--- config.mk ---
export PLATFORM = sky130hd
export DESIGN_NAME = rcal_top
export DESIGN_NICKNAME = d
export VERILOG_FILES = /design/src/logic/rcal_pkg.sv /design/src/logic/rcal_timebase.sv /design/src/logic/rcal_top.sv
export SDC_FILE = /design/constraint.sdc
export NUM_CORES = 1
export LEC_CHECK = 0
export BUFFER_PORTS_ARGS = -buffer_cell sky130_fd_sc_hd__buf_4
export CORE_MARGIN = 5
export CORE_UTILIZATION = 60
export CTS_CLUSTER_DIAMETER = 150
export DETAILED_ROUTE_END_ITERATION = 10
export MAX_ROUTING_LAYER = met4
export PLACE_DENSITY = 0.86
export SLEW_MARGIN = 0
export SYNTH_ARGS = -nofsm -noshare
export SYNTH_HDL_FRONTEND = slang
export SYNTH_SLANG_ARGS = --single-unit
--- constraint.sdc ---
create_clock -name aclk -period 4.5 [get_ports aclk]
set_input_delay 0.225 -clock aclk [delete_from_list [all_inputs] [get_ports aclk]]
set_output_delay 0.225 -clock aclk [all_outputs]
set_load 0.05 [all_outputs]
--- src/logic/rcal_pkg.sv ---
/*
 rcal_pkg: register map, field positions, reset values and timing counts
 of the calendar block. Assumes a 32-bit AXI4-Lite bus, 8-bit addresses.
*/
package rcal_pkg;
    // byte addresses
    localparam logic [7:0] RCAL_OFF_CFG = 8'h00;
    localparam logic [7:0] RCAL_OFF_PAD = 8'h04;
    localparam logic [7:0] RCAL_OFF_ALCFG = 8'h08;
    localparam logic [7:0] RCAL_OFF_VWIN = 8'h0c;
    localparam logic [7:0] RCAL_OFF_AWIN = 8'h10;
    localparam logic [7:0] RCAL_OFF_KEY = 8'h14;
    // config_trim_register fields
    localparam int RCAL_CFG_ON_BIT = 15;
    localparam int RCAL_CFG_UNLOCK_BIT = 13;
    localparam int RCAL_CFG_ROLL_BIT = 12;
    localparam int RCAL_CFG_HALF_BIT = 11;
    localparam int RCAL_CFG_OE_BIT = 10;
    localparam int RCAL_PTR_LSB = 8;
    localparam logic [15:0] RCAL_CFG_RST = 16'h0000;
    // pad_output_config field
    localparam int RCAL_PAD_SEL_BIT = 1;
    // alarm_setup_register fields
    localparam int RCAL_AL_ON_BIT = 15;
    localparam int RCAL_AL_REPEAT_WRAP_ON_BIT = 14;
    localparam int RCAL_AL_MASK_LSB = 10;
    localparam logic [15:0] RCAL_ALCFG_RST = 16'h0000;
    // unlock key sequence
    localparam logic [7:0] RCAL_KEY_FIRST = 8'h55;
    localparam logic [7:0] RCAL_KEY_SECOND = 8'haa;
    // calendar reset values: 2000-01-01 00:00:00
    localparam logic [7:0] RCAL_YEAR_RST = 8'h00;
    localparam logic [7:0] RCAL_MON_RST = 8'h01;
    localparam logic [7:0] RCAL_DAY_RST = 8'h01;
    // time base, in 32.768 kHz pulses
    localparam logic [16:0] RCAL_SEC_PULSES = 17'h0_8000;
    localparam logic [15:0] RCAL_HALF_PULSES = 16'h4000;
    localparam logic [15:0] RCAL_ROLL_LEAD = 16'h0020;
    // axi responses
    localparam logic [1:0] RCAL_RESP_OKAY = 2'b00;
    localparam logic [1:0] RCAL_RESP_SLVERR = 2'b10;

    typedef enum logic [3:0] {
        RCAL_AM_HALF = 4'b0000,
        RCAL_AM_SEC = 4'b0001,
        RCAL_AM_10SEC = 4'b0010,
        RCAL_AM_MIN = 4'b0011,
        RCAL_AM_10MIN = 4'b0100,
        RCAL_AM_HOUR = 4'b0101,
        RCAL_AM_DAY = 4'b0110,
        RCAL_AM_WEEK = 4'b0111,
        RCAL_AM_MONTH = 4'b1000,
        RCAL_AM_YEAR = 4'b1001
    } rcal_mask_t;

    typedef enum logic [1:0] {
        RCAL_KEY_IDLE = 2'b00,
        RCAL_KEY_HALF = 2'b01,
        RCAL_KEY_ARMED = 2'b10
    } rcal_key_t;
endpackage

--- src/logic/rcal_timebase.sv ---
/*
 rcal_timebase: synchronises the 32.768 kHz pin and divides it into
 second and half-second pulses, with once-a-minute drift trim.
 Assumes aclk is much faster than the oscillator pin.
*/
`timescale 1ns/1ps
module rcal_timebase (
    // clock and reset
    input wire logic aclk,
    input wire logic aresetn,
    // oscillator pin
    input wire logic osc_32k,
    // control
    input wire logic run,
    input wire logic restart,
    input wire logic trim_now,
    input wire logic [7:0] trim,
    // status
    output logic sec_tick,
    output logic half_tick,
    output logic second_half,
    output logic near_roll
);
    import rcal_pkg::*;

    logic [2:0] osc_sync_q;
    logic [15:0] count_q;
    logic [16:0] period;
    logic [15:0] last;
    logic osc_edge;

    // stage 0 feeds stage 1 only
    always_ff @(posedge aclk) begin
        if (!aresetn) begin
            osc_sync_q <= 3'h0;
        end else begin
            osc_sync_q <= {osc_sync_q[1:0], osc_32k};
        end
    end

    assign osc_edge = osc_sync_q[1] && !osc_sync_q[2];

    // positive trim shortens the trimmed second, negative lengthens it
    always_comb begin
        period = RCAL_SEC_PULSES;
        if (trim_now) begin
            period = RCAL_SEC_PULSES - {{7{trim[7]}}, trim, 2'b00};
        end
        last = 16'(period - 17'h0_0001); // longest trimmed second still fits 16 bits
    end

    always_ff @(posedge aclk) begin
        if (!aresetn) begin
            count_q <= 16'h0000;
            sec_tick <= 1'b0;
            half_tick <= 1'b0;
        end else begin
            sec_tick <= 1'b0;
            half_tick <= 1'b0;
            if (restart) begin
                count_q <= 16'h0000;
            end else if (run && osc_edge) begin
                if (count_q >= last) begin
                    count_q <= 16'h0000;
                    sec_tick <= 1'b1;
                end else begin
                    count_q <= count_q + 16'h0001;
                    half_tick <= (count_q == RCAL_HALF_PULSES - 16'h0001);
                end
            end
        end
    end

    assign second_half = (count_q >= RCAL_HALF_PULSES);
    // a guard band before the carry ripples through the fields
    assign near_roll = run && (count_q >= last - RCAL_ROLL_LEAD);
endmodule // rcal_timebase

--- src/logic/rcal_top.sv ---
/*
 rcal_top: BCD clock/calendar with alarm behind an AXI4-Lite slave.
 Assumes one 20 MHz aclk, an asynchronous 32.768 kHz pin and a
 power-on reset input separate from the bus reset.
*/
// The implementer's own choices: the AXI4-Lite interface to the registers and the placing of the registers.
// Operation
// - value window high byte access decrements its pointer, stopping at 00.
// - alarm pointer picks alarm min/sec, weekday/hour, month/day; 11 none.
// - alarm window high byte write decrements alarm pointer, stopping at 00.
// - reading either byte of either window decrements its pointer.
// - unlock bit sets only right after 0x55 then 0xAA key writes.
// - rollover pending flag warns that window reads may tear.
// - half-second flag shows second half; seconds byte write clears it.
// - pin source select: 1 seconds clock, 0 alarm pulse.
// - signed trim adjusts time base once a minute, 4 pulses per count.
// - config and trim register resets on power-on reset only.
// - alarm enable self-clears after event when count 0 and no wrap.
// - repeat count decrements on alarm events unless count 0 and no wrap.
// - interval select sets alarm period, half second up to year.
// - year is two BCD digits in low byte; high byte reads zero.
// - month BCD read-only in time window; day BCD tens and ones.
// - weekday 0 to 6 in bits 10-8; hour BCD in 24-hour form.
// - unimplemented bits read zero and ignore writes.
// - minutes high byte, seconds low byte, BCD tens 0-5, ones 0-9.
// - calendar spans 2000 to 2099 with leap years.
// - time is kept from the external 32.768 kHz pin.
`timescale 1ns/1ps
module rcal_top (
    // clock and resets
    input wire logic aclk,
    input wire logic aresetn,
    input wire logic por_n,
    // oscillator pin
    input wire logic osc_32k,
    // axi write address
    input wire logic awvalid,
    output logic awready,
    input wire logic [7:0] awaddr,
    // axi write data
    input wire logic wvalid,
    output logic wready,
    input wire logic [31:0] wdata,
    input wire logic [3:0] wstrb,
    // axi write response
    output logic bvalid,
    input wire logic bready,
    output logic [1:0] bresp,
    // axi read address
    input wire logic arvalid,
    output logic arready,
    input wire logic [7:0] araddr,
    // axi read data
    output logic rvalid,
    input wire logic rready,
    output logic [31:0] rdata,
    output logic [1:0] rresp,
    // clock pin and event
    output logic clk_pin_o,
    output logic clk_pin_oe,
    output logic alarm_event
);
    import rcal_pkg::*;

    function automatic logic addr_known(input logic [7:0] a);
        addr_known = (a == RCAL_OFF_CFG) || (a == RCAL_OFF_PAD) || (a == RCAL_OFF_ALCFG)
            || (a == RCAL_OFF_VWIN) || (a == RCAL_OFF_AWIN) || (a == RCAL_OFF_KEY);
    endfunction

    // next bcd value, wrapping from last to first
    function automatic logic [7:0] bcd_step(input logic [7:0] v, input logic [7:0] lst,
                                            input logic [7:0] first);
        if (v == lst) begin
            bcd_step = first;
        end else if (v[3:0] == 4'h9) begin
            bcd_step = {v[7:4] + 4'h1, 4'h0};
        end else begin
            bcd_step = {v[7:4], v[3:0] + 4'h1};
        end
    endfunction

    // last day of month; years 2000..2099 are leap when divisible by 4
    function automatic logic [7:0] last_day(input logic [7:0] mon, input logic [7:0] yr);
        logic leap;
        leap = yr[4] ? (yr[3:0] == 4'h2 || yr[3:0] == 4'h6)
                     : (yr[3:0] == 4'h0 || yr[3:0] == 4'h4 || yr[3:0] == 4'h8);
        case (mon)
            8'h02: last_day = leap ? 8'h29 : 8'h28;
            8'h04, 8'h06, 8'h09, 8'h11: last_day = 8'h30;
            default: last_day = 8'h31;
        endcase
    endfunction

    // bus state
    logic aw_got_q, w_got_q, bvalid_q, rvalid_q;
    logic [7:0] aw_addr_q;
    logic [15:0] w_data_q;
    logic [1:0] w_strb_q, bresp_q, rresp_q;
    logic [31:0] rdata_q, rd_word;
    logic wr_go, rd_go, wr_hi, wr_lo;
    logic wr_cfg, wr_pad, wr_alcfg, wr_vwin, wr_awin, wr_key, rd_vwin, rd_awin;
    // config, pad, alarm setup
    logic on_q, unlock_q, oe_q, sel_q, al_on_q, repeat_wrap_on_q;
    logic [1:0] vptr_q, aptr_q;
    logic [7:0] cal_q, rpt_q;
    logic [3:0] mask_q;
    rcal_key_t key_q;
    // calendar and alarm fields
    logic [7:0] sec_q, min_q, hour_q, day_q, mon_q, year_q;
    logic [2:0] weekday_value_q, a_weekday_value_q;
    logic [7:0] a_sec_q, a_min_q, a_hour_q, a_day_q, a_mon_q;
    // time base and alarm
    logic sec_tick, half_tick, second_half, near_roll, tick_q, due, al_event, clr_half;

    assign awready = !aw_got_q && !bvalid_q;
    assign wready = !w_got_q && !bvalid_q;
    assign arready = !rvalid_q;
    assign wr_go = aw_got_q && w_got_q && !bvalid_q;
    assign rd_go = arvalid && arready;
    assign wr_hi = w_strb_q[1];
    assign wr_lo = w_strb_q[0];
    assign wr_cfg = wr_go && (aw_addr_q == RCAL_OFF_CFG);
    assign wr_pad = wr_go && (aw_addr_q == RCAL_OFF_PAD);
    assign wr_alcfg = wr_go && (aw_addr_q == RCAL_OFF_ALCFG);
    assign wr_vwin = wr_go && (aw_addr_q == RCAL_OFF_VWIN);
    assign wr_awin = wr_go && (aw_addr_q == RCAL_OFF_AWIN);
    assign wr_key = wr_go && (aw_addr_q == RCAL_OFF_KEY);
    assign rd_vwin = rd_go && (araddr == RCAL_OFF_VWIN);
    assign rd_awin = rd_go && (araddr == RCAL_OFF_AWIN);
    assign bvalid = bvalid_q;
    assign bresp = bresp_q;
    assign rvalid = rvalid_q;
    assign rdata = rdata_q;
    assign rresp = rresp_q;

    // address and data are taken in either order, then answered together
    always_ff @(posedge aclk) begin
        if (!aresetn) begin
            aw_got_q <= 1'b0;
            aw_addr_q <= 8'h00;
            w_got_q <= 1'b0;
            w_data_q <= 16'h0000;
            w_strb_q <= 2'b00;
            bvalid_q <= 1'b0;
            bresp_q <= RCAL_RESP_OKAY;
        end else begin
            if (awvalid && awready) begin
                aw_got_q <= 1'b1;
                aw_addr_q <= awaddr;
            end else if (wr_go) begin
                aw_got_q <= 1'b0;
            end
            if (wvalid && wready) begin
                w_got_q <= 1'b1;
                w_data_q <= wdata[15:0];
                w_strb_q <= wstrb[1:0];
            end else if (wr_go) begin
                w_got_q <= 1'b0;
            end
            if (wr_go) begin
                bvalid_q <= 1'b1;
                bresp_q <= addr_known(aw_addr_q) ? RCAL_RESP_OKAY : RCAL_RESP_SLVERR;
            end else if (bready) begin
                bvalid_q <= 1'b0;
            end
        end
    end

    always_comb begin
        rd_word = 32'h0000_0000;
        case (araddr)
            RCAL_OFF_CFG: rd_word[15:0] = {on_q, 1'b0, unlock_q, near_roll, second_half, oe_q,
                                           vptr_q, cal_q};
            RCAL_OFF_PAD: rd_word[RCAL_PAD_SEL_BIT] = sel_q;
            RCAL_OFF_ALCFG: rd_word[15:0] = {al_on_q, repeat_wrap_on_q, mask_q, aptr_q, rpt_q};
            RCAL_OFF_VWIN: begin
                case (vptr_q)
                    2'b00: rd_word[15:0] = {min_q, sec_q};
                    2'b01: rd_word[15:0] = {5'h00, weekday_value_q, hour_q};
                    2'b10: rd_word[15:0] = {mon_q, day_q};
                    default: rd_word[15:0] = {8'h00, year_q};
                endcase
            end
            RCAL_OFF_AWIN: begin
                case (aptr_q)
                    2'b00: rd_word[15:0] = {a_min_q, a_sec_q};
                    2'b01: rd_word[15:0] = {5'h00, a_weekday_value_q, a_hour_q};
                    2'b10: rd_word[15:0] = {a_mon_q, a_day_q};
                    default: rd_word[15:0] = 16'h0000;
                endcase
            end
            default: rd_word = 32'h0000_0000;
        endcase
    end

    always_ff @(posedge aclk) begin
        if (!aresetn) begin
            rvalid_q <= 1'b0;
            rdata_q <= 32'h0000_0000;
            rresp_q <= RCAL_RESP_OKAY;
        end else if (rd_go) begin
            rvalid_q <= 1'b1;
            rdata_q <= rd_word;
            rresp_q <= addr_known(araddr) ? RCAL_RESP_OKAY : RCAL_RESP_SLVERR;
        end else if (rready) begin
            rvalid_q <= 1'b0;
        end
    end

    // the window is the very next bus write after the key pair
    always_ff @(posedge aclk) begin
        if (!aresetn) begin
            key_q <= RCAL_KEY_IDLE;
        end else if (wr_go) begin
            if (wr_key && wr_lo && w_data_q[7:0] == RCAL_KEY_FIRST) begin
                key_q <= RCAL_KEY_HALF;
            end else if (wr_key && wr_lo && w_data_q[7:0] == RCAL_KEY_SECOND
                         && key_q == RCAL_KEY_HALF) begin
                key_q <= RCAL_KEY_ARMED;
            end else begin
                key_q <= RCAL_KEY_IDLE;
            end
        end
    end

    // survives bus reset, though the calendar fields and time base reset with it
    always_ff @(posedge aclk) begin
        if (!por_n) begin
            on_q <= RCAL_CFG_RST[RCAL_CFG_ON_BIT];
            unlock_q <= RCAL_CFG_RST[RCAL_CFG_UNLOCK_BIT];
            oe_q <= RCAL_CFG_RST[RCAL_CFG_OE_BIT];
            vptr_q <= RCAL_CFG_RST[RCAL_PTR_LSB +: 2];
            cal_q <= RCAL_CFG_RST[7:0];
        end else begin
            if (wr_cfg && wr_lo) begin
                cal_q <= w_data_q[7:0];
            end
            if (wr_cfg && wr_hi) begin
                oe_q <= w_data_q[RCAL_CFG_OE_BIT];
                if (unlock_q) begin
                    on_q <= w_data_q[RCAL_CFG_ON_BIT];
                end
                unlock_q <= w_data_q[RCAL_CFG_UNLOCK_BIT]
                    && (unlock_q || key_q == RCAL_KEY_ARMED);
                vptr_q <= w_data_q[RCAL_PTR_LSB +: 2];
            end else if ((rd_vwin || (wr_vwin && wr_hi)) && vptr_q != 2'b00) begin
                vptr_q <= vptr_q - 2'b01;
            end
        end
    end

    always_ff @(posedge aclk) begin
        if (!aresetn) begin
            sel_q <= 1'b0;
        end else if (wr_pad && wr_lo) begin
            sel_q <= w_data_q[RCAL_PAD_SEL_BIT];
        end
    end

    always_ff @(posedge aclk) begin
        if (!aresetn) begin
            al_on_q <= RCAL_ALCFG_RST[RCAL_AL_ON_BIT];
            repeat_wrap_on_q <= RCAL_ALCFG_RST[RCAL_AL_REPEAT_WRAP_ON_BIT];
            mask_q <= RCAL_ALCFG_RST[RCAL_AL_MASK_LSB +: 4];
            aptr_q <= RCAL_ALCFG_RST[RCAL_PTR_LSB +: 2];
            rpt_q <= RCAL_ALCFG_RST[7:0];
        end else begin
            if (al_event) begin
                if (rpt_q == 8'h00 && !repeat_wrap_on_q) begin
                    al_on_q <= 1'b0;
                end else begin
                    rpt_q <= rpt_q - 8'h01;
                end
            end
            if (wr_alcfg && wr_lo) begin
                rpt_q <= w_data_q[7:0];
            end
            if (wr_alcfg && wr_hi) begin
                al_on_q <= w_data_q[RCAL_AL_ON_BIT];
                repeat_wrap_on_q <= w_data_q[RCAL_AL_REPEAT_WRAP_ON_BIT];
                mask_q <= w_data_q[RCAL_AL_MASK_LSB +: 4];
                aptr_q <= w_data_q[RCAL_PTR_LSB +: 2];
            end else if ((rd_awin || (wr_awin && wr_hi)) && aptr_q != 2'b00) begin
                aptr_q <= aptr_q - 2'b01;
            end
        end
    end

    // alarm fields; pointer 11 holds nothing
    always_ff @(posedge aclk) begin
        if (!aresetn) begin
            a_sec_q <= 8'h00;
            a_min_q <= 8'h00;
            a_hour_q <= 8'h00;
            a_weekday_value_q <= 3'h0;
            a_day_q <= RCAL_DAY_RST;
            a_mon_q <= RCAL_MON_RST;
        end else if (wr_awin) begin
            case (aptr_q)
                2'b00: begin
                    if (wr_hi) a_min_q <= {1'b0, w_data_q[14:8]};
                    if (wr_lo) a_sec_q <= {1'b0, w_data_q[6:0]};
                end
                2'b01: begin
                    if (wr_hi) a_weekday_value_q <= w_data_q[10:8];
                    if (wr_lo) a_hour_q <= {2'b00, w_data_q[5:0]};
                end
                2'b10: begin
                    if (wr_hi) a_mon_q <= {3'b000, w_data_q[12:8]};
                    if (wr_lo) a_day_q <= {2'b00, w_data_q[5:0]};
                end
                default: a_sec_q <= a_sec_q;
            endcase
        end
    end

    // a locked write attempt to the seconds byte still restarts the second
    assign clr_half = wr_vwin && wr_lo && vptr_q == 2'b00;

    rcal_timebase u_timebase (
        .aclk(aclk),
        .aresetn(aresetn),
        .osc_32k(osc_32k),
        .run(on_q),
        .restart(clr_half),
        .trim_now(sec_q == 8'h59),
        .trim(cal_q),
        .sec_tick(sec_tick),
        .half_tick(half_tick),
        .second_half(second_half),
        .near_roll(near_roll)
    );

    // ripple carry; an unlocked software write wins over the tick
    always_ff @(posedge aclk) begin
        if (!aresetn) begin
            sec_q <= 8'h00;
            min_q <= 8'h00;
            hour_q <= 8'h00;
            weekday_value_q <= 3'h0;
            day_q <= RCAL_DAY_RST;
            mon_q <= RCAL_MON_RST;
            year_q <= RCAL_YEAR_RST;
        end else begin
            if (sec_tick) begin
                sec_q <= bcd_step(sec_q, 8'h59, 8'h00);
                if (sec_q == 8'h59) begin
                    min_q <= bcd_step(min_q, 8'h59, 8'h00);
                    if (min_q == 8'h59) begin
                        hour_q <= bcd_step(hour_q, 8'h23, 8'h00);
                        if (hour_q == 8'h23) begin
                            weekday_value_q <= (weekday_value_q == 3'h6) ? 3'h0 : weekday_value_q + 3'h1;
                            day_q <= bcd_step(day_q, last_day(mon_q, year_q), 8'h01);
                            if (day_q == last_day(mon_q, year_q)) begin
                                mon_q <= bcd_step(mon_q, 8'h12, 8'h01);
                                if (mon_q == 8'h12) begin
                                    year_q <= bcd_step(year_q, 8'h99, 8'h00);
                                end
                            end
                        end
                    end
                end
            end
            if (wr_vwin && unlock_q) begin
                case (vptr_q)
                    2'b00: begin
                        if (wr_hi) min_q <= {1'b0, w_data_q[14:8]};
                        if (wr_lo) sec_q <= {1'b0, w_data_q[6:0]};
                    end
                    2'b01: begin
                        if (wr_hi) weekday_value_q <= w_data_q[10:8];
                        if (wr_lo) hour_q <= {2'b00, w_data_q[5:0]};
                    end
                    2'b10: begin
                        if (wr_lo) day_q <= {2'b00, w_data_q[5:0]};
                    end
                    default: begin
                        if (wr_lo) year_q <= w_data_q[7:0];
                    end
                endcase
            end
        end
    end

    // compare one cycle after the tick, once the fields have settled
    always_comb begin
        case (mask_q)
            RCAL_AM_HALF: due = tick_q || half_tick;
            RCAL_AM_SEC: due = tick_q;
            RCAL_AM_10SEC: due = tick_q && sec_q[3:0] == a_sec_q[3:0];
            RCAL_AM_MIN: due = tick_q && sec_q == a_sec_q;
            RCAL_AM_10MIN: due = tick_q && sec_q == a_sec_q && min_q[3:0] == a_min_q[3:0];
            RCAL_AM_HOUR: due = tick_q && sec_q == a_sec_q && min_q == a_min_q;
            RCAL_AM_DAY: due = tick_q && {hour_q, min_q, sec_q} == {a_hour_q, a_min_q, a_sec_q};
            RCAL_AM_WEEK: due = tick_q && {weekday_value_q, hour_q, min_q, sec_q}
                == {a_weekday_value_q, a_hour_q, a_min_q, a_sec_q};
            RCAL_AM_MONTH: due = tick_q && {day_q, hour_q, min_q, sec_q}
                == {a_day_q, a_hour_q, a_min_q, a_sec_q};
            RCAL_AM_YEAR: due = tick_q && {mon_q, day_q, hour_q, min_q, sec_q}
                == {a_mon_q, a_day_q, a_hour_q, a_min_q, a_sec_q};
            default: due = 1'b0;
        endcase
    end

    assign al_event = al_on_q && due;

    always_ff @(posedge aclk) begin
        if (!aresetn) begin
            tick_q <= 1'b0;
            alarm_event <= 1'b0;
            clk_pin_o <= 1'b0;
            clk_pin_oe <= 1'b0;
        end else begin
            tick_q <= sec_tick;
            alarm_event <= al_event;
            clk_pin_o <= sel_q ? !second_half : al_event;
            clk_pin_oe <= oe_q;
        end
    end
endmodule // rcal_top

==> flow_metrics.tcl, run 1 <==
set metrics [dict create \
    port_buffers 68 \
    grt_max_degree 63 \
    ys_top_cells_by_area "dfxtp_1, nand2_1, ha_1" \
    p_leak_nw 4.99 \
    grt.total_usage_pct 31.1 \
    synth_common_cells "nand2_1, dfxtp_1, a21oi_1" \
    yosys_warnings 0 \
    synthMuxAreaShare_pct 2.40 \
    synth_simple_gate_area_share_pct 25.3 \
    rr_startpoint "cal_q[1]$_SDFFE_PN0P_" \
    worst_setup_path_start_kind "flip-flop" \
    dp_hpwl_mm 23.7 \
    fin_util_pct 66.8 \
    syn2layout_area_growth_pct 10.0 \
    chipWidth_um 147 \
    numCtsBuffers 17 \
    nNetsFinal 1563 \
    pre_cts_ws_ns 0.164 \
    end_kind "flip-flop" \
    reg2reg_slack_ns 0.35 \
    ir_drop_mv 0.311 \
    initial_core_util_pct 60.7 \
    cts_root_buf "clkbuf_16" \
    clock_tree.buffer_depth 2 \
    core-area_um2 18600 \
    routed_wirelength_mm 33.7 \
    post-cts-setup-buffer-count 0 \
    clk_pin_slew_worst_paths_ns 0.08 \
    ys.flop_type "dfxtp_1" \
    status "complete, no violations" \
    die_area_um2 21600 \
    placed_cell_area_um2 11800 \
    final_cells 1696 \
    rsz0062_at_grt "no" \
    hold_start "wdata[10]" \
    max_freq_mhz 241 \
    power_mw 3.56 \
    synthCells 1436 \
    hold_violations 0 \
    powerDensity_nw_per_um2 286 \
    tns_ns 0 \
    synth_compound_area_share_pct 19.8 \
    rr_endpoint "u_timebase.count_q[14]$_SDFFE_PP0P_" \
    whs_endpoint "w_data_q[10]$_SDFFE_PN0P_" \
    antenna_found_initial 0 \
    period_share_pct 92.1 \
    yosysUniqueCellTypes 81 \
    synth_top_area_cell "dfxtp_1" \
    timing.hold.ws_ns 0.0152 \
    rows 50 \
    fin_crit_ns 4.15 \
    netlist_area_um2 11300 \
    crit_path_max_fanout 14 \
    vias 11067 \
    holdPathStages 3 \
    worstPathRequired_ns 4.85 \
    io_pins 105 \
    max_cap_viol_count 0 \
    n_antenna_cell 0 \
    synthAdderAreaFrac_pct 5.97 \
    dr.first_iter.drc_count 1411 \
    crit_type "flip-flop to flip-flop" \
    synthArstFlopShare_pct 0 \
    slew_headroom_pct 9.93 \
    ys_ff_latch 190 \
    setup_slack_ns 0.355 \
    route.detailed.drc 0 \
    dieHeight_um 147 \
    insertion_delay_ns 0.45 \
    ant_nets 0 \
    grt_remaining_overflow 0 \
    drt-pass1-iter-count 7 \
    synth_top_area_share_pct 33.7 \
    synth_seq_area_share_pct 33.7 \
    synth_top_family_by_area "simple AND/OR/NAND/NOR gates" \
    h-tree-depth 4 \
    cts_sinks 190 \
    avgRoutedWirePerCell_um 19.9 \
    synth_area_per_cell_um2 7.86 \
    grt_pass1_wl_mm 53.1 \
    yosysMostFrequentCell "nand2_1" \
    tritoncts "built" \
    cp_data_arrival_time_ns 4.50 \
    drive_gt1_share_pct 9.64 \
    worst_slew_pin_slew_ns 1.35 \
    hold_path.class "primary input to flip-flop" \
    fin_area_um2 12400 \
    grt_pass1_vias 10014 \
    fin_skew_ns 0.00974 \
    gp_congestion 0.984 \
    finalSetupViolations 0 \
    slew_violations 0 \
    placed_cells 1662 \
    viasPerCell 6.53 \
    synthXorXnorAreaFrac_pct 6.90 \
    synth_edf_count 0 \
    rr_worst_depth 20 \
]
cell usage in the layout, fill, tap and decap left out, drive strengths merged, types with 5 or more instances in the layout:
master and n:
nand2 193, dfxtp 190, a21oi 128, nor2 110, buf 83, nand3 79
o21ai 78, xor2 54, ha 53, inv 47, nor3 35, xnor2 34
mux2i 27, nor2b 27, a222oi 23, nor4 22, nand4 18, conb 18
a211oi 18, clkbuf 18, and3 17, a31oi 14, and2 13, a22oi 11
o211ai 11, or3 11, nand3b 10, nand2b 8, a221oi 8, nor3b 7
clkinv 7, a21o 6, o22ai 6, o31ai 5, a22o 5, nor4b 5
critical path, cell delays in order, from the launching register on:
cell and delay [ns]:
dfxtp_1 0.31, inv_1 0.07, ha_1 0.30, nor2b_4 0.26
a21oi_1 0.09, nor2_1 0.09, a21oi_1 0.05, nor2_1 0.11
xor2_1 0.19, nand2_1 0.12, inv_1 0.10, ha_1 0.26
and3_1 0.19, a221o_1 0.32, nor4_1 0.26, or3_1 0.20
nor2_1 0.05, a221o_1 0.39, o21bai_4 0.22, a211oi_4 0.16
nor4_1 0.30
where the power goes:
group | switching [mW] | internal, mW | leakage (nW)
sequential | 0.0534 | 1.71 | 1.54
clock | 0.742 | 0.802 | 0.294
combinational | 0.176 | 0.0762 | 3.16
total | 0.971 | 2.59 | 4.99
worst max-delay path by stage:
| stage | startpoint | end | slack (ns) | cells past startpoint |
|---|---|---|---|---|
| 3_5_place_dp | cal_q[1]$_SDFFE_PN0P_ | u_timebase.count_q[3]$_SDFFE_PP0P_ | 0.16 | 20 |
| 2_1_floorplan | cal_q[1]$_SDFFE_PN0P_ | u_timebase.count_q[11]$_SDFFE_PP0P_ | 0.48 | 22 |
| 6_report | cal_q[1]$_SDFFE_PN0P_ | u_timebase.count_q[14]$_SDFFE_PP0P_ | 0.35 | 20 |
| 3_3_place_gp | cal_q[1]$_SDFFE_PN0P_ | u_timebase.count_q[9]$_SDFFE_PP0P_ | 0.28 | 20 |
| 5_1_grt | cal_q[1]$_SDFFE_PN0P_ | u_timebase.count_q[5]$_SDFFE_PP0P_ | 0.03 | 20 |
| 4_1_cts | cal_q[1]$_SDFFE_PN0P_ | u_timebase.count_q[3]$_SDFFE_PP0P_ | 0.12 | 20 |
logic make-up after synthesis:
group	count (synthesis)
flops	190
simple gates	579
fa+ha+maj	54
other cells	1
xor+xnor	88
mux	27
buf+inv	149
compound gates	348
timing repair:
item | in CTS | in global routing
resized for setup | 0 | 5
setup endpoints to repair | 0 | 14
hold endpoints to repair | 2 | 0
hold buffers | 2 | 0
per-layer routing:
layer  up-vias  part of all wire, %  GRT usage, %
met3       111                   10          5.77
met5         -                    0             -
met1      5176                   41          41.6
met4         0                  3.9          11.8
li1       5143                    -             -
met2       637                   44          46.8
area by class of cell:
type	count	area [um2]
clock buffer	18	439
fill	1513	6170
sequential	190	3800
multi-input combinational	1114	6920
clock inverter	14	149
timing repair buffer	85	656
tap	234	293
inverter	41	155
(Power assumes the default switching activity.)
==> inputs of run 2 (changes only) <==
==> constraint.sdc (replaced) <==
create_clock -name aclk -period 4.7 [get_ports aclk]
set_input_delay 0.235 -clock aclk [delete_from_list [all_inputs] [get_ports aclk]]
set_output_delay 0.235 -clock aclk [all_outputs]
set_load 0.05 [all_outputs]
==> flow_metrics.tcl, run 2 (synthesis gave the netlist of run 1 again) <==
set metrics [dict create \
    slew_headroom_pct 30.6 \
    p_leak_nw 4.98 \
    rows 50 \
    vias 11071 \
    n_antenna_cell 0 \
    routed_wirelength_mm 33.5 \
    crit_type "flip-flop to flip-flop" \
    clk_pin_slew_worst_paths_ns 0.07 \
    fin_crit_ns 4.36 \
    worst_slew_pin_slew_ns 1.04 \
    max_freq_mhz 230 \
    io_pins 105 \
    powerDensity_nw_per_um2 281 \
    dr.first_iter.drc_count 1562 \
    placed_cell_area_um2 11800 \
    status "complete, no violations" \
    cpLargestDelayFamily "simple AND/OR/NAND/NOR gates" \
    grt_remaining_overflow 0 \
    die_area_um2 21600 \
    max_cap_viol_count 0 \
    crit_buf_inv 0 \
    grt_max_degree 60 \
    insertion_delay_ns 0.45 \
    post-cts-setup-buffer-count 0 \
    core-area_um2 18600 \
    grt.total_usage_pct 31.3 \
    drive_gt1_share_pct 9.38 \
    route.detailed.drc 0 \
    h-tree-depth 4 \
    numCtsBuffers 17 \
    antenna_found_initial 0 \
    rsz0062_at_grt "no" \
    hold_path.class "primary input to flip-flop" \
    viasPerCell 6.53 \
    cp_data_arrival_time_ns 4.69 \
    avgRoutedWirePerCell_um 19.8 \
    cts_sinks 190 \
    crit_path_max_fanout 14 \
    gp_congestion 0.977 \
    fin_skew_ns 0.0171 \
    crit_slowest_cell "dfxtp_1" \
    timing.hold.ws_ns 0.0156 \
    port_buffers 68 \
    cts_root_buf "clkbuf_16" \
    ant_nets 0 \
    dp_hpwl_mm 23.7 \
    dieHeight_um 147 \
    layout_commonest_cell "nand2_1" \
    period_share_pct 92.7 \
    fill_cells 1545 \
    power_mw 3.48 \
    fin_area_um2 12400 \
    pre_cts_ws_ns 0.343 \
    worstPathRequired_ns 5.03 \
    ir_drop_mv 0.246 \
    chipWidth_um 147 \
    worst_path_largest_cell_delay_ns 0.48 \
    slew_violations 0 \
    layout_common_cells "nand2_1, dfxtp_1, a21oi_1" \
    initial_core_util_pct 60.7 \
    end_kind "flip-flop" \
    tritoncts "built" \
    nNetsFinal 1562 \
    tns_ns 0 \
    finalSetupViolations 0 \
    drt-pass1-iter-count 8 \
    worst_setup_path_start_kind "flip-flop" \
    hold_violations 0 \
    crit_chain "ha_1, and3b_1, nand2_1, or3_1, xnor2_1, ha_1, and3_1, a221o_1, nor4_1, or3_1, nor2_1, a221o_1, o21bai_4, a211oi_4, nor4_1" \
    grt_pass1_wl_mm 53.3 \
    syn2layout_area_growth_pct 9.99 \
    setup_slack_ns 0.343 \
    clock_tree.buffer_depth 2 \
    grt_pass1_vias 10243 \
]
[run 2: through the flow]
stage,cells,util (%)
after floorplan,1453,-
after global placement,1662,63.3
after detailed placement,1662,63.3
after CTS,1695,66.7
after global routing,1695,66.8
final,1695,66.8
[run 2: final timing paths]
check | startpoint | to | slack [ns] | depth (start not counted)
max | sec_q[4]$_SDFF_PN0_ | u_timebase.count_q[9]$_SDFFE_PP0P_ | 0.34 | 15
min | osc_32k | u_timebase.osc_sync_q[0]$_SDFF_PN0_ | 0.02 | 2
max reg2reg | sec_q[4]$_SDFF_PN0_ | u_timebase.count_q[9]$_SDFFE_PP0P_ | 0.34 | 15
min reg2reg | u_timebase.osc_sync_q[0]$_SDFF_PN0_ | u_timebase.osc_sync_q[1]$_SDFF_PN0_ | 0.44 | 1
[run 2: report_power, final]
part | switching [mW] | internal [mW] | total, mW | leakage, nW
logic | 0.168 | 0.0717 | 0.240 | 3.14
clock network | 0.696 | 0.862 | 1.56 | 0.306
registers | 0.0504 | 1.63 | 1.69 | 1.54
[run 2: final cells by class]
class	count	area, um2	area share (%)
clock buffer	19	433	3.49
clock inverter	13	193	1.55
timing repair buffer	84	633	5.10
sequential	190	3800	30.6
multi-input combinational	1114	6900	55.6
tap	234	293	2.36
inverter	41	155	1.25
[run 2: routing by layer]
metal / vias up / routed length [um] / track usage (%)
met5: - / 0 / -
met4: 0 / 1560 / 12.9
met3: 124 / 3560 / 7.22
met2: 660 / 14900 / 47.8
met1: 5155 / 13600 / 40.0
li1: 5132 / - / -
[run 2: timing repair]
action,4_1_cts,5_1_grt
setup endpoints to repair,0,14
resized for setup,0,2
endpoints found under the hold margin,1,0
hold buffers,1,0
==> inputs of run 3 (changes only) <==
--- a/config.mk
+++ b/config.mk
@@ -6,12 +6,15 @@
 export NUM_CORES = 1
 export LEC_CHECK = 0
 export BUFFER_PORTS_ARGS = -buffer_cell sky130_fd_sc_hd__buf_4
+export CELL_PAD_IN_SITES_DETAIL_PLACEMENT = 1
+export CELL_PAD_IN_SITES_GLOBAL_PLACEMENT = 2
+export CORE_ASPECT_RATIO = 0.75
 export CORE_MARGIN = 5
-export CORE_UTILIZATION = 60
+export CORE_UTILIZATION = 36
 export CTS_CLUSTER_DIAMETER = 150
 export DETAILED_ROUTE_END_ITERATION = 10
 export MAX_ROUTING_LAYER = met4
-export PLACE_DENSITY = 0.86
+export PLACE_DENSITY = 0.87
 export SLEW_MARGIN = 0
 export SYNTH_ARGS = -nofsm -noshare
 export SYNTH_HDL_FRONTEND = slang
==> flow_metrics.tcl, run 3 (synthesis gave the netlist of run 1 again) <==
set metrics [dict create \
    viasPerCell 5.85 \
    chipWidth_um 214 \
    io_pins 105 \
    clock_power_share_pct 43.8 \
    avgRoutedWirePerCell_um 21.9 \
    rsz0062_at_grt "no" \
    placed_cells 1839 \
    rows 56 \
    internal_power_mw 2.50 \
    cp_data_arrival_time_ns 4.71 \
    drt-pass1-iter-count 7 \
    numCtsBuffers 17 \
    antenna_found_initial 0 \
    layout_commonest_cell "nand2_1" \
    crit_chain "inv_1, ha_1, and3b_1, and2_1, nand2_1, ha_1, inv_1, xnor2_1, ha_1, and3_1, a221o_1, nor4_1, or3_1, nor2_1, a221o_1, o21bai_4, a211oi_4, buf_12, nor4_1" \
    crit_path_max_fanout 14 \
    slew_violations 0 \
    port_buffers 68 \
    hold_path.class "primary input to flip-flop" \
    period_share_pct 92.8 \
    route.detailed.drc 0 \
    cts_sinks 190 \
    dr.first_iter.drc_count 849 \
    hold_violations 0 \
    syn2layout_area_growth_pct 12.3 \
    finalSetupViolations 0 \
    tns_ns 0 \
    ir_drop_mv 0.227 \
    insertion_delay_ns 0.47 \
    end_kind "flip-flop" \
    max_cap_viol_count 0 \
    nNetsFinal 1569 \
    worst_path_largest_cell_delay_ns 0.42 \
    grt.total_usage_pct 23.7 \
    slew_headroom_pct 33.2 \
    fin_skew_ns 0.0154 \
    power.share.sequential_pct 48.9 \
    crit_slowest_cell "a221o_1" \
    p_comb_share_pct 7.3 \
    powerDensity_nw_per_um2 273 \
    die_area_um2 35000 \
    vias 10958 \
    worst_slew_pin_slew_ns 1.00 \
    core-area_um2 31100 \
    cpLargestDelayFamily "simple AND/OR/NAND/NOR gates" \
    routed_wirelength_mm 41.0 \
    drive_gt1_share_pct 9.95 \
    dp_hpwl_mm 30.1 \
    n_antenna_cell 0 \
    clock_tree.buffer_depth 2 \
    final_cells 1874 \
    dieHeight_um 163 \
    gp_congestion 0.887 \
    p_leak_nw 4.99 \
    max_freq_mhz 229 \
    p_sw_share_pct 27.7 \
    status "complete, no violations" \
    ant_nets 0 \
    fin_crit_ns 4.36 \
    fill_cells 3852 \
    worst_setup_path_start_kind "flip-flop" \
    clk_pin_slew_worst_paths_ns 0.08 \
    p_sw_mw 0.959 \
    crit_buf_inv 3 \
    initial_core_util_pct 36.3 \
    grt_pass1_vias 10810 \
    crit_type "flip-flop to flip-flop" \
    grt_max_degree 80 \
    grt_remaining_overflow 0 \
    worstPathRequired_ns 5.05 \
    layout_common_cells "nand2_1, dfxtp_1, a21oi_1" \
    h-tree-depth 4 \
    cts_root_buf "clkbuf_16" \
    grt_pass1_wl_mm 63.5 \
    tritoncts "built" \
    crit_path_frequent_cell "ha_1" \
]
## run 3: final cells by class
cell class                      count  area, um2  area share, %
Multi-Input combinational cell   1114       6910           54.5
Sequential cell                   190       3800           30.0
Timing Repair Buffer               91        701           5.53
Tap cell                          406        508           4.01
Clock buffer                       18        429           3.39
Clock inverter                     14        163           1.28
Inverter                           41        155           1.22
## run 3: layer usage
layer | part of all wire (%) | global-route usage (%) | vias to the layer above | wire, um
met4 | 1.8 | 5.94 | 0 | 738
li1 | - | - | 5137 | -
met1 | 48 | 32.9 | 5424 | 19800
met5 | 0 | - | - | 0
met2 | 42 | 34.3 | 349 | 17300
met3 | 7.7 | 6.37 | 48 | 3160
## run 3: what timing repair did
item,CTS,global route
resized for setup,0,3
endpoints found under the setup margin,0,14
hold buffers,2,0
buffers inserted,0,1
endpoints found under the hold margin,2,0
## run 3: final timing paths
path / from / end / slack [ns] / cells after the start
max reg2reg: sec_q[5]$_SDFF_PN0_ / u_timebase.count_q[3]$_SDFFE_PP0P_ / 0.34 / 19
max: sec_q[5]$_SDFF_PN0_ / u_timebase.count_q[3]$_SDFFE_PP0P_ / 0.34 / 19
min reg2reg: aw_addr_q[1]$_SDFFE_PN0P_ / aw_addr_q[1]$_SDFFE_PN0P_ / 0.46 / 2
min: wdata[5] / w_data_q[5]$_SDFFE_PN0P_ / 0.02 / 3
## run 3: metrics by stage
step / worst slack [ns] / cell area, um2 / util (%) / total power [mW] / hold WS [ns]
final: 0.339 / 12700 / 40.7 / 3.46 / 0.0232
after global routing: 0.0372 / 12700 / 40.7 / 3.57 / 0.0168
after CTS: 0.0740 / 12600 / 40.6 / 3.49 / 0.00272
after detailed placement: 0.110 / 12000 / 38.7 / 1.98 / 0.427
after global placement: 0.305 / 12000 / 38.7 / 1.97 / 0.425
after floorplan: 0.680 / 11300 / - / 1.87 / 0.334
## run 3: worst reg2reg max path, delay by kind of cell (launching register included)
kind	cells	cell delay, ns
AOI/OAI and AO/OA	4	1.07
xor gates and xnor gates	1	0.15
adders and majority gates	3	0.63
buffers and inverters	3	0.40
DFF	1	0.38
and+or+nand+nor	8	1.61
## run 3: power groups by stage
stage | combinational [mW] | clock (mW) | sequential [mW]
global route | 0.273 | 1.61 | 1.69
global placement | 0.248 | 0 | 1.73
floorplan | 0.157 | 0 | 1.72
CTS | 0.253 | 1.54 | 1.69
detailed placement | 0.251 | 0 | 1.73
finish | 0.253 | 1.52 | 1.69
